[src/design/task_sync_pkg.sv]
// What this block does
// Producer emits one trigger per position-task period, 250 us to 8 ms.
// Consumer re-phases its task schedule start on each received trigger.
// Consumer synchronises when its period is equal to or shorter.
// Consumer with a longer period ignores triggers and reports not-achieved.
// Role value 1 is producer, 2 is consumer; one producer only.
// Status 5 producer, 6 consumer, 13 producer via cross-drive interrupt.
// Status 2 when a consumer's position task is too slow.
// Status is read-only and shows whether the requested role is achieved.
// Cross-drive sync slave forces the effective role to producer.
// Period codes: 1=250 us, 2=500 us, 3=1 ms, 4=2 ms.
// Cross-drive mode: 1 not participating (default), 25 master, 26 slave.
// Each period runs first task, advanced controller, second task in order.
// Only the start of the whole task group is aligned.
// Trigger travels between modules inside the drive, no external wiring.
// Consumer restarts its period counter at every received trigger it synchronises to.
package task_sync_pkg;

    // ========================================================
    // Register map
    localparam logic [7:0] CTRL_ADDR   = 8'h00;
    localparam logic [7:0] STATUS_ADDR = 8'h04;
    localparam int ROLE_LSB   = 0;
    localparam int PERIOD_LSB = 8;
    localparam int XMODE_LSB  = 16;

    // ========================================================
    // Codes and reset values
    localparam logic [7:0] ROLE_NONE      = 8'h00;
    localparam logic [7:0] ROLE_PRODUCER  = 8'h01;
    localparam logic [7:0] ROLE_CONSUMER  = 8'h02;
    localparam logic [7:0] PERIOD_RESET   = 8'h01;
    localparam logic [7:0] XMODE_OFF      = 8'h01;
    localparam logic [7:0] XMODE_MASTER   = 8'h19;
    localparam logic [7:0] XMODE_SLAVE    = 8'h1A;
    localparam logic [7:0] STAT_IDLE      = 8'h00;
    localparam logic [7:0] STAT_TOO_SLOW  = 8'h02;
    localparam logic [7:0] STAT_PROD_OK   = 8'h05;
    localparam logic [7:0] STAT_CONS_OK   = 8'h06;
    localparam logic [7:0] STAT_PROD_XD   = 8'h0D;

    // ========================================================
    // Timing: one base tick is the shortest task period
    localparam int CLK_NS      = 40;
    localparam int TICK_NS     = 250000;
    localparam int TICK_CYCLES = TICK_NS / CLK_NS;

    // Task strobes travel together
    typedef struct packed {
        logic first_task;
        logic apc_task;
        logic second_task;
    } task_strobes_t;

endpackage

[src/design/task_sync.sv]
`timescale 1ns/1ps
module task_sync #(
    parameter int TICK_CYCLES_P = task_sync_pkg::TICK_CYCLES
) (
    // Clock and reset
    input  wire logic                       clock_i,
    input  wire logic                       rst_i,
    // APB slave
    input  wire logic                       psel_i,
    input  wire logic                       penable_i,
    input  wire logic                       pwrite_i,
    input  wire logic [7:0]                 paddr_i,
    input  wire logic [31:0]                pwdata_i,
    output logic      [31:0]                prdata_o,
    output logic                            pready_o,
    output logic                            pslverr_o,
    // In-drive trigger bus and cross-drive event
    input  wire logic                       sync_trigger_i,
    input  wire logic [7:0]                 producer_period_i,
    input  wire logic                       cross_drive_interrupt_i,
    output logic                            sync_trigger_o,
    // Position task starts
    output task_sync_pkg::task_strobes_t    task_strobes_o
);
    import task_sync_pkg::*;

    // ========================================================
    // Decoding
    // Period code to base ticks; 5 and 6 extend to 4 ms and 8 ms
    // Unknown codes fall back to the shortest period, never to zero
    function automatic logic [5:0] period_ticks(input logic [7:0] code);
        case (code)
            8'h01:   period_ticks = 6'h01;
            8'h02:   period_ticks = 6'h02;
            8'h03:   period_ticks = 6'h04;
            8'h04:   period_ticks = 6'h08;
            8'h05:   period_ticks = 6'h10;
            8'h06:   period_ticks = 6'h20;
            default: period_ticks = 6'h01;
        endcase
    endfunction

    logic [7:0]    role_r;
    logic [7:0]    period_r;
    logic [7:0]    xmode_r;
    logic [7:0]    status_r;
    logic [31:0]   prdata_r;
    logic          pready_r;
    logic          pslverr_r;
    logic [17:0]   tick_cnt_r;
    logic [5:0]    slot_cnt_r;
    logic          cons_lock_r;
    logic          xd_lock_r;
    logic          trig_r;
    task_strobes_t strobes_r;

    logic          xslave;
    logic [7:0]    eff_role;
    logic          is_prod;
    logic          is_cons;
    logic [5:0]    own_ticks;
    logic          can_sync;
    logic          tick_en;
    logic          period_end;
    logic          resync;
    logic          phase_evt;
    logic          wr_en;
    logic          ctrl_wr;

    // ========================================================
    // Role and phase decisions
    // Cross-drive slave overrides the software role
    assign xslave    = (xmode_r == XMODE_SLAVE);
    assign eff_role  = xslave ? ROLE_PRODUCER : role_r;
    assign is_prod   = (eff_role == ROLE_PRODUCER);
    assign is_cons   = (eff_role == ROLE_CONSUMER);
    assign own_ticks = period_ticks(period_r);
    // Only a period no longer than the producer's can know its phase
    assign can_sync  = own_ticks <= period_ticks(producer_period_i);
    assign tick_en   = (tick_cnt_r == 18'(TICK_CYCLES_P - 1));
    assign period_end = tick_en && (slot_cnt_r == own_ticks - 6'h01);
    // Consumer follows trigger; slave producer follows cross-drive event
    assign resync = (is_cons && can_sync && sync_trigger_i)
                  || (is_prod && xslave && cross_drive_interrupt_i);
    assign phase_evt = period_end || resync;
    assign wr_en   = psel_i && penable_i && pready_r && pwrite_i;
    assign ctrl_wr = wr_en && (paddr_i == CTRL_ADDR);

    // ========================================================
    // Base tick divider, restarted on every phase event
    always_ff @(posedge clock_i or posedge rst_i) begin
        if (rst_i) begin
            tick_cnt_r <= 18'h00000;
        end else if (phase_evt || tick_en) begin
            tick_cnt_r <= 18'h00000;
        end else begin
            tick_cnt_r <= tick_cnt_r + 18'h00001;
        end
    end

    // Ticks within the current task period
    always_ff @(posedge clock_i or posedge rst_i) begin
        if (rst_i) begin
            slot_cnt_r <= 6'h00;
        end else if (phase_evt) begin
            slot_cnt_r <= 6'h00;
        end else if (tick_en) begin
            slot_cnt_r <= slot_cnt_r + 6'h01;
        end
    end

    // ========================================================
    // Task group sequencing: only the group start is aligned
    always_ff @(posedge clock_i or posedge rst_i) begin
        if (rst_i) begin
            strobes_r <= '0;
        end else begin
            strobes_r.first_task  <= phase_evt;
            strobes_r.apc_task    <= strobes_r.first_task;
            strobes_r.second_task <= strobes_r.apc_task;
        end
    end

    // Producer drives the in-drive trigger once per period
    always_ff @(posedge clock_i or posedge rst_i) begin
        if (rst_i) begin
            trig_r <= 1'b0;
        end else begin
            trig_r <= phase_evt && is_prod;
        end
    end

    // ========================================================
    // Lock flags; a reconfiguration drops them, an event wins
    always_ff @(posedge clock_i or posedge rst_i) begin
        if (rst_i) begin
            cons_lock_r <= 1'b0;
        end else if (resync && is_cons) begin
            cons_lock_r <= 1'b1;
        end else if (ctrl_wr || !is_cons || !can_sync) begin
            cons_lock_r <= 1'b0;
        end
    end

    always_ff @(posedge clock_i or posedge rst_i) begin
        if (rst_i) begin
            xd_lock_r <= 1'b0;
        end else if (resync && is_prod) begin
            xd_lock_r <= 1'b1;
        end else if (ctrl_wr || !xslave) begin
            xd_lock_r <= 1'b0;
        end
    end

    // Status code, hardware owned
    always_ff @(posedge clock_i or posedge rst_i) begin
        if (rst_i) begin
            status_r <= STAT_IDLE;
        end else if (is_prod) begin
            status_r <= (xslave && xd_lock_r) ? STAT_PROD_XD
                                              : STAT_PROD_OK;
        end else if (is_cons && !can_sync) begin
            status_r <= STAT_TOO_SLOW;
        end else if (is_cons && cons_lock_r) begin
            status_r <= STAT_CONS_OK;
        end else begin
            status_r <= STAT_IDLE;
        end
    end

    // ========================================================
    // APB: one wait state, then pready with data or error
    always_ff @(posedge clock_i or posedge rst_i) begin
        if (rst_i) begin
            pready_r  <= 1'b0;
            pslverr_r <= 1'b0;
            prdata_r  <= 32'h00000000;
        end else begin
            pready_r  <= psel_i && penable_i && !pready_r;
            pslverr_r <= 1'b0;
            prdata_r  <= 32'h00000000;
            if (psel_i && penable_i && !pready_r) begin
                case (paddr_i)
                    CTRL_ADDR: begin
                        prdata_r <= {8'h00, xmode_r, period_r, role_r};
                    end
                    STATUS_ADDR: begin
                        prdata_r <= {16'h0000, eff_role, status_r};
                    end
                    default: begin
                        pslverr_r <= 1'b1;
                    end
                endcase
            end
        end
    end

    // Control register; status writes are dropped silently
    always_ff @(posedge clock_i or posedge rst_i) begin
        if (rst_i) begin
            role_r   <= ROLE_NONE;
            period_r <= PERIOD_RESET;
            xmode_r  <= XMODE_OFF;
        end else if (ctrl_wr) begin
            role_r   <= pwdata_i[ROLE_LSB +: 8];
            period_r <= pwdata_i[PERIOD_LSB +: 8];
            xmode_r  <= pwdata_i[XMODE_LSB +: 8];
        end
    end

    assign prdata_o       = prdata_r;
    assign pready_o       = pready_r;
    assign pslverr_o      = pslverr_r;
    assign sync_trigger_o = trig_r;
    assign task_strobes_o = strobes_r;
endmodule

[config.mk]
export PLATFORM = sky130hd
export DESIGN_NAME = task_sync
export DESIGN_NICKNAME = d
export VERILOG_FILES = /design/src/design/task_sync_pkg.sv /design/src/design/task_sync.sv
export SDC_FILE = /design/constraint.sdc
export NUM_CORES = 1
export LEC_CHECK = 0
export BUFFER_PORTS_ARGS = -buffer_cell sky130_fd_sc_hd__buf_4
export CORE_ASPECT_RATIO = 0.5
export CORE_UTILIZATION = 55
export DETAILED_ROUTE_END_ITERATION = 7
export GPL_ROUTABILITY_DRIVEN = 1
export GPL_TIMING_DRIVEN = 0
export PLACE_DENSITY = 0.93
export SYNTH_ARGS = -nofsm -noshare
export SYNTH_HDL_FRONTEND = slang
export SYNTH_SLANG_ARGS = --single-unit
[constraint.sdc]
create_clock -name clock_i -period 6.44 [get_ports clock_i]
set_input_delay 0.966 -clock clock_i [delete_from_list [all_inputs] [get_ports clock_i]]
set_output_delay 0.966 -clock clock_i [all_outputs]
set_load 0.01 [all_outputs]
* Word level (Yosys, flattened, before mapping)
Index checks and enable logic that the tools add are counted.
** Storage, ports and cells
- Bits in registers :: 96
- Bits in latches :: 0
- Bits in writable memories :: 0
- ROM bits :: 0
- Input port bits :: 55
- Output and inout bits :: 38
- Word-level logic and storage cells :: 84
- Memories kept :: 0
** Cells by class
- Add/subtract/negate cells :: 3
- Multipliers :: 0
- Divide/modulo/power cells :: 0
- Magnitude comparators :: 1
- Equal/unequal tests :: 16
- Shift operators :: 0
- Multiplexer cells :: 18
- Bitwise logic cells :: 0
- Reduce and logical (&&, ||, !) cells :: 31
** Operators by type and width (number)
- $pmux W6 S5 :: 2
- $eq A8 B3 Y1 const B :: 7
- $pmux W24 S2 :: 1
- $eq A8 B2 Y1 const B :: 5
- $mux W24 :: 1
- $add A18 B1 Y18 const B :: 1
- $eq A18 B13 Y1 const B :: 1
- $mux W18 :: 1
- $logic_and A1 B1 Y1 :: 16
- $mux W6 :: 2
- $eq A8 B1 Y1 const B :: 1
- $eq A8 B5 Y1 const B :: 1
- $logic_not A8 Y1 :: 1
- $mux W4 :: 2
- $mux W8 :: 1
- $add A6 B1 Y6 const B :: 1
- $eq A6 B6 Y1 :: 1
- $le A6 B6 Y1 :: 1
- $logic_or A1 B1 Y1 :: 6
- $mux W1 :: 6
- $mux W3 :: 2
- $reduce_bool A2 Y1 :: 3
- $sub A6 B1 Y6 const B :: 1
- $logic_not A1 Y1 :: 4
- $reduce_or A2 Y1 :: 1

* Longest topological paths before layout
Gate-level depths: netlist (run 1).
- Depth in word-level cells :: 9
- Depth in mapped cells :: 11
- Mapped depth without buffers :: 9

* Worst setup path after synthesis (run 1)
Ideal clock, no wire load.
- Kind :: input -> register
- Start point :: in producer_period_i[5]
- End point :: reg tick_cnt_r[11]
- Setup time :: 138 ps
- Arrival time :: 3155 ps
- Data required time :: 6302 ps
- Path slack :: 3147 ps
- Stages on the path :: 10
- Cell sequence :: or4_1 nor2_1 nand3_1 ha_1 a21oi_1 a21boi_0 o32a_1 o21ai_2 buf_2 nor3_1
** Between the ends
- Cells in the longest elaborated chain, start to end :: 9
- Elaborated cells on any way between the ends :: 13
- Classes of those cells :: order compare (1); eq/ne (5); mux (2); reduce/logical (5)
** Ends and longest elaborated chain
- from (decl) :: RTL line task_sync.sv:19 : input wire logic [7:0] producer_period_i,
- $eq A8 B3 Y1 or $eq A8 B2 Y1 (tied branches) :: RTL line task_sync.sv:32 : case (code)
- $pmux W6 S5 * :: RTL line task_sync.sv:32
- $le A6 B6 Y1 * :: RTL line task_sync.sv:79 : assign can_sync = own_ticks <= period_ticks(producer_period_i);
- $logic_and A1 B1 Y1 * (2 in series) :: RTL line task_sync.sv:83 : assign resync = (is_cons && can_sync && sync_trigger_i)
- $logic_or A1 B1 Y1 * :: RTL line task_sync.sv:84 : || (is_prod && xslave && cross_drive_interrupt_i);
- $logic_or A1 B1 Y1 * :: RTL line task_sync.sv:85 : assign phase_evt = period_end || resync;
- $logic_or A1 B1 Y1 * :: RTL line task_sync.sv:94 : end else if (phase_evt || tick_en) begin
- $mux W18 * :: RTL line task_sync.sv:94
- to (signal assigned) :: RTL line task_sync.sv:97 : tick_cnt_r <= tick_cnt_r + 18'h00001;
- to (decl) :: RTL line task_sync.sv:50 : logic [17:0] tick_cnt_r;
Mark *: on every way between the ends. The rest lies on a longest branch, timed or not.
A chain may end at the register's enable or synchronous reset.

* Final worst setup path (run 1)
- Start point :: in producer_period_i[5]
- End point :: reg slot_cnt_r[1]
** Between the ends
- Cells in the longest elaborated chain, start to end :: 8
- Elaborated cells on any way between the ends :: 13
- Classes of those cells :: order compare (1); eq/ne (5); mux (2); reduce/logical (5)
** Ends and longest elaborated chain
- $eq A8 B3 Y1 or $eq A8 B2 Y1 (tied branches) :: RTL line task_sync.sv:32
- $pmux W6 S5 * :: RTL line task_sync.sv:32
- $le A6 B6 Y1 * :: RTL line task_sync.sv:79
- $logic_and A1 B1 Y1 * (2 in series) :: RTL line task_sync.sv:83
- $logic_or A1 B1 Y1 * :: RTL line task_sync.sv:84
- $logic_or A1 B1 Y1 * :: RTL line task_sync.sv:85
- $mux W6 or $reduce_bool A2 Y1 (tied branches)
- to (signal assigned) :: RTL line task_sync.sv:108 : slot_cnt_r <= slot_cnt_r + 6'h01;
- to (decl) :: RTL line task_sync.sv:51 : logic [5:0] slot_cnt_r;
Marks and branches as above.

==> results of run 1 <==
## worst paths after layout
path / from / to / slack (ps) / depth (start not counted)
worst max-delay path: producer_period_i[5] / slot_cnt_r[1] / 2940 / 11
worst min-delay path: task_strobes_o[1] / task_strobes_o[0] / 380 / 0
worst max register to register: period_r[3] / slot_cnt_r[1] / 3090 / 10
worst min register to register: task_strobes_o[1] / task_strobes_o[0] / 380 / 0
max in group asynchronous: rst_i / period_r[0] / 5310 / 3
min in group asynchronous: rst_i / tick_cnt_r[14] / 530 / 2
## metal layers
metal	global-route usage (%)	vias to the layer above	wire, um
met5	0	-	0
met4	13.1	0	201
met3	7.78	21	617
met2	46.3	137	4570
met1	31.7	1527	3630
li1	-	1426	-
## placed cells by master, fill, tap and decap left out, types with 3 or more instances in the layout
cell,instances
buf_4,87
dfrtp_1,82
nor2_1,34
nor3_1,27
mux2_2,21
and3_1,16
nand2_1,15
nand3_1,14
xor2_1,12
xnor2_1,11
a22oi_1,11
inv_1,10
clkbuf_1,9
ha_1,9
clkbuf_16,9
nand4_1,8
conb_1,8
nor2b_1,6
or4_1,4
o21ai_0,4
nor4_1,4
nor4b_1,3
a21oi_1,3
and2_1,3
## cell families (layout without fill, tap and decap cells)
| family | Yosys count | after routing |
|---|---|---|
| XOR/XNOR | 23 | 23 |
| AO/OA/AOI/OAI | 31 | 31 |
| buffers and inverters | 33 | 126 |
| flip-flops | 84 | 84 |
| multiplexers | 23 | 23 |
| adder cells (fa/ha/maj) | 9 | 9 |
| other | 1 | 8 |
| AND/OR/NAND/NOR | 151 | 151 |
## stage by stage
stage / hold WS, ps / utilization [%] / instances / power, mW / area (um^2)
global placement: 365 / 68.2 / 530 / 0.611 / 4620
CTS: 387 / 72.7 / 547 / 1.09 / 4930
floorplan: 416 / - / 362 / 0.579 / 3940
finish: 380 / 72.7 / 547 / 1.08 / 4930
global route: 402 / 72.7 / 547 / 1.12 / 4930
detailed placement: 374 / 68.6 / 531 / 0.616 / 4650
## sequential cells by signal, summed over array words and instances (netlist names)
name	count
cons_lock_r	1
period_r	8
prdata_o	24
pready_o	1
pslverr_o	1
role_r	8
slot_cnt_r	6
status_r	4
sync_trigger_o	1
task_strobes_o	3
tick_cnt_r	18
xd_lock_r	1
xmode_r	8
## synth_stat cells (all sizes together), types with 8 or more instances
master / instances
mux2: 22
nor3: 27
buf: 14
nand4: 8
inv: 11
xor2: 12
and3: 16
clkbuf: 8
a22oi: 11
nand2: 15
ha: 9
xnor2: 11
nand3: 14
dfrtp: 82
nor2: 35
## power by group
group          internal [mW]  switching [mW]  total [mW]  leakage [nW]
combinational         0.0333          0.0333      0.0667          1.14
sequential             0.534         0.00509       0.539          1.14
clock                  0.272           0.206       0.478         0.132
## layout make-up
class	instances	area [um^2]	share of cell area, %
Buffer	22	134	2.72
Clock buffer	11	243	4.92
Clock inverter	5	37.5	0.761
Inverter	11	43.8	0.888
Multi-Input combinational cell	245	1660	33.6
Sequential cell	84	2100	42.7
Tap cell	92	115	2.33
Timing Repair Buffer	77	598	12.1
==> impl_metrics.csv, run 1 <==
group,metric,value,unit
status,outcome,"complete, but fails checks",
status,violations,"DRC",
synthesis,seq_area_frac_synth,53.8,%
power,p_leak,2.41,nW
detailed_routing,wire_per_inst,16.5,um
synthesis,synthMuxAreaShare,6.59,%
detailed_routing,drc,1,
worst_setup_path,cp-end-kind,"register",
layout,drive_gt1_share,29.9,%
synthesis,synth_xor_area_share,5.15,%
worst_setup_path,critical_path_required,6660,ps
min_path,worstHoldPathType,"register to register",
detailed_routing,drt_iter0_drc,255,
synthesis,synthAdderAreaFrac,2.88,%
cts,post_cts_buffers,0,
timing,grt_setup_unrepaired,"false",
synthesis,synth_top_area_share,52.5,%
cts,root_buffer,"clkbuf_16",
cts,clkLatencyLatePin,340,ps
placed_design,port_buffers,76,
global_route,grt_pass1_wl,14.6,mm
synthesis,syn-mean-instance-area,11.0,um^2
synthesis,synth_compound_area_share,5.95,%
global_route,grt_usage,26.7,%
synthesis,synth_cell_type_count,50,
timing,max_slew_margin,50.2,%
die,die_w,121,um
synthesis,synth_top_family_by_area,"simple AND/OR/NAND/NOR gates",
synthesis,yosys-top-cells-area,"dfrtp_1 52%, mux2_2 6.0%, nor3_1 3.5%",
cts,clk_pin_slew,50,ps
die,die-area,7470,um^2
layout,num-nets-final,514,
global_route,grt_pass1_vias,3073,
synthesis,ys.flop_type,"dfrtp_1",
power,ir_drop,0.000144,V
synthesis,async_flop_share,100,%
die,ios,93,
placed_design,gp_congestion,0.858,
timing,fmax,286,MHz
worst_setup_path,slowest_stage,"or4_1",
worst_setup_path,crit_chain,"buf_4, or4_1, nor3_1, nand3_1, ha_1, nand4_1, a21oi_1, o32a_1, o21ai_2, buf_2, nor3_1",
worst_setup_path,critPathMaxStageDelay,530,ps
die,die_h,61.6,um
die,coreArea,6780,um^2
synthesis,synthCells,355,
detailed_routing,antenna_left,0,
timing,final.min_clock_period,3500,ps
synthesis,synth_seq_cells,84,
cts,cts_tree,"built",
cts,htreeDepth,3,
synthesis,yosys.area.top_type,"dfrtp_1",
worst_setup_path,crit_arrival,3720,ps
worst_setup_path,start_kind,"input pin",
worst_setup_path,critPathKind,"input pin to register",
synthesis,synth_enable_flop_cells,0,
worst_setup_path,path_buf_inv,2,
global_route,grt_max_degree,76,
cts,ctsResizeCount,0,
worst_setup_path,cp_common_cell,"nor3_1",
placed_design,pre_cts_slack,2620,ps
synthesis,syn-cell-area,3910,um^2
global_route,antenna_found_initial,0,
timing,finalCritPeriodShare,54.4,%
cts,cts_buffers,9,
placed_design,dp_hpwl,6.39,mm
timing,finClkSkew,7.92,ps
timing,hold_viol,0,
timing,final-max-slew-violation-count,0,
die,start_util,57.7,%
layout,area_growth,26.2,%
synthesis,synthSimpleGateAreaFrac,21.0,%
detailed_routing,vias,3111,
cts,clockBufferDepth,2,
cts,clock-sinks,84,
power,powerDensity,220,nW/um^2
detailed_routing,first_pass_iters,8,
global_route,overflow,0,
timing,finalSetupTns,0,ps
cts,holdBufCountCts,0,
timing,setup_viol,0,
detailed_routing,vias_per_cell,5.69,
layout,diodes,0,
timing,tightest_slew,741,ps
worst_setup_path,worstPathMaxFanout,10,
synthesis,yosysWarnings,0,
timing,fin_ws,2940,ps
die,num_rows,21,
worst_setup_path,crit_family,"simple AND/OR/NAND/NOR gates",
detailed_routing,wirelength,9.02,mm
flow_run,cap_violations,0,
layout,nFillCells,452,
No activity file was read; power rests on OpenSTA's default activity.
==> inputs of run 2 (changes only) <==
- ABC_AREA: not set -> 1
- CORE_UTILIZATION: 55 -> 49
- PLACE_DENSITY: 0.93 -> 0.87
- clock period: 6.44 -> 3.1 ns (I/O delays scaled with it)
==> run 2 against run 1 <==
Effect of this change: the run now ends clean; count of clock-buffer cells in the layout unchanged; clock power increased by 110%; register-to-register slack got worse by 2600 ps; global-route usage decreased by 3.6 points; via count increased by 18%; die area increased by 21%.
==> impl_metrics.csv, run 2 <==
group,metric,value,unit
status,outcome,"finished, final reports clean",
synthesis,ys.flop_type,"dfrtp_1",
placed_design,dp_hpwl,6.87,mm
cts,clockBufferDepth,2,
synthesis,synthTopCellsByCount,"94 x nand2_1, 82 x dfrtp_1, 74 x nor2_1",
die,die_w,134,um
cts,cts_buffers,9,
synthesis,synth_enable_flop_cells,0,
global_route,grt_pass1_vias,3482,
synthesis,syn-mean-instance-area,8.31,um^2
placed_design,port_buffers,76,
timing,final-max-slew-violation-count,0,
detailed_routing,drc,0,
synthesis,yosys.area.top_type,"dfrtp_1",
synthesis,synth.most_common_cell,"nand2_1",
synthesis,synth_cell_type_count,36,
die,ios,93,
layout,final_cell_mix,"94 x nand2_1, 84 x buf_4, 82 x dfrtp_1",
timing,finalSetupTns,0,ps
worst_setup_path,start_kind,"input pin",
layout,drive_gt1_share,23.9,%
die,start_util,51.7,%
synthesis,yosys-top-cells-area,"dfrtp_1 48%, nand2_1 8.3%, nor2_1 6.6%",
cts,htreeDepth,3,
worst_setup_path,slowest_stage,"or4_1",
timing,hold_viol,0,
timing,finClkSkew,3.81,ps
synthesis,seq_area_frac_synth,49.6,%
timing,final.min_clock_period,2900,ps
worst_setup_path,reg2reg_from,"period_r[5]",
cts,clk_pin_slew,60,ps
detailed_routing,first_pass_iters,5,
cts,ctsResizeCount,0,
detailed_routing,wire_per_inst,13.6,um
cts,cts_tree,"built",
worst_setup_path,r2r_cells,18,
layout,area_growth,24.9,%
cts,clock-sinks,84,
cts,post_cts_buffers,0,
layout,fin_area,5300,um^2
global_route,overflow,0,
power,powerDensity,416,nW/um^2
worst_setup_path,worstPathMaxFanout,10,
worst_setup_path,critPathKind,"input pin to register",
worst_setup_path,cp-end-kind,"register",
detailed_routing,vias,3666,
worst_setup_path,r2r_end,"tick_cnt_r[8]",
worst_setup_path,crit_chain,"buf_4, or4_1, nor3b_2, nand3_1, ha_1, nand2_1, nor2_1, o21ai_0, nand3_1, nand2_1, nand3_4, nor2_4, nor2_4, nand2_4, buf_8, nor2_2",
min_path,worstHoldPathType,"input pin to asynchronous set/reset pin",
die,die_h,67.8,um
global_route,grt_max_degree,75,
worst_setup_path,ff2ff_setup_slack,470,ps
synthesis,async_flop_share,100,%
detailed_routing,wirelength,9.79,mm
timing,fmax,345,MHz
power,p_leak,2.63,nW
layout,diodes,0,
global_route,antenna_found_initial,0,
placed_design,gp_congestion,0.882,
global_route,grt_pass1_wl,15.9,mm
layout,final_common_cell,"nand2_1",
flow_run,cap_violations,0,
power,ir_drop,0.000345,V
die,num_rows,23,
cts,clkLatencyLatePin,330,ps
synthesis,synthCells,510,
detailed_routing,antenna_left,0,
placed_design,postPlaceCellArea,5010,um^2
global_route,grt_usage,23.1,%
synthesis,syn-cell-area,4240,um^2
worst_setup_path,crit_arrival,3160,ps
cts,root_buffer,"clkbuf_16",
detailed_routing,vias_per_cell,5.08,
synthesis,synth_seq_cells,84,
synthesis,synth_top_area_share,48.4,%
synthesis,yosysWarnings,0,
layout,largest_register_ffs,24,
cts,holdBufCountCts,0,
die,die-area,9050,um^2
timing,setup_viol,0,
worst_setup_path,critical_path_required,3360,ps
detailed_routing,drt_iter0_drc,338,
timing,finalCritPeriodShare,93.5,%
die,coreArea,8200,um^2
worst_setup_path,critPathMaxStageDelay,580,ps
layout,num-nets-final,669,
run 2: cell count changes after synthesis, sizes merged, moves of 6 or more:
cell   previous run  this run
mux2             22         0
nor3             27        19
nand2            15        96
a21oi             3        39
nor2             35        91
nor2b             6         0
nand3            14        30
xnor2            11         2
o21ai             5        14
a22oi            11         0
inv              11        70
and3             16         0
run 2: cells by family (layout without fill, tap and decap cells):
| kind of cell | Yosys count | after routing | synth area share [%] |
|---|---|---|---|
| AND/OR/NAND/NOR | 253 | 253 | 27.9 |
| buffers and inverters | 90 | 183 | 9.33 |
| flip-flops | 84 | 84 | 49.6 |
| AO/OA/AOI/OAI | 54 | 54 | 6.43 |
| XOR/XNOR | 19 | 19 | 3.93 |
| adder cells (fa/ha/maj) | 9 | 9 | 2.66 |
| other | 1 | 8 | 0.0885 |
run 2: where the power goes:
group	internal [mW]	total (mW)	switching, mW	leakage, nW
Combinational	0.0542	0.110	0.0559	1.43
Clock	0.566	0.993	0.427	0.136
Sequential	1.10	1.10	0.00189	1.07
Total	1.72	2.20	0.485	2.63
run 2: area by class of cell:
cell class / instances / area (um^2)
clock buffers: 11 / 243
well taps: 112 / 140
repair buffers: 77 / 598
fillers: 645 / 2910
multi-input cells: 343 / 1780
clock inverters: 5 / 35.0
inverters: 70 / 265
plain buffers: 20 / 133
flip-flops and latches: 84 / 2100
run 2: worst max-delay path, delay by kind of cell:
family          cells  cell delay (ps)
buf+inv             2              270
simple gates       12             1980
fa+ha+maj           1              330
compound gates      1              100
run 2: worst max-delay path by stage:
stage	from	end	cells after the start
2_1_floorplan	producer_period_i[5]	tick_cnt_r[10]	15
3_3_place_gp	rst_i	prdata_o[13]	2
3_5_place_dp	producer_period_i[5]	tick_cnt_r[11]	16
4_1_cts	producer_period_i[5]	tick_cnt_r[13]	16
5_1_grt	producer_period_i[5]	tick_cnt_r[8]	16
6_report	producer_period_i[5]	tick_cnt_r[13]	16
run 2: metrics by stage:
| step | total power [mW] | hold WS, ps | worst slack, ps | util, % | cells |
|---|---|---|---|---|---|
| after global routing | 2.28 | 42.4 | -22.9 | 64.6 | 722 |
| after detailed placement | 1.23 | 380 | -186 | 61.0 | 706 |
| after floorplan | 1.17 | 416 | 310 | - | 517 |
| final | 2.20 | 32.3 | 201 | 64.6 | 722 |
| after global placement | 1.22 | 369 | -388 | 60.7 | 705 |
| after CTS | 2.22 | 33.8 | 139 | 64.4 | 722 |
run 2: layer usage:
metal	wire [um]	share of wire [%]	global-route usage [%]
met5	0	0	0
met3	585	6.0	5.56
met4	253	2.6	9.80
met2	4690	48	40.5
met1	4250	43	27.9
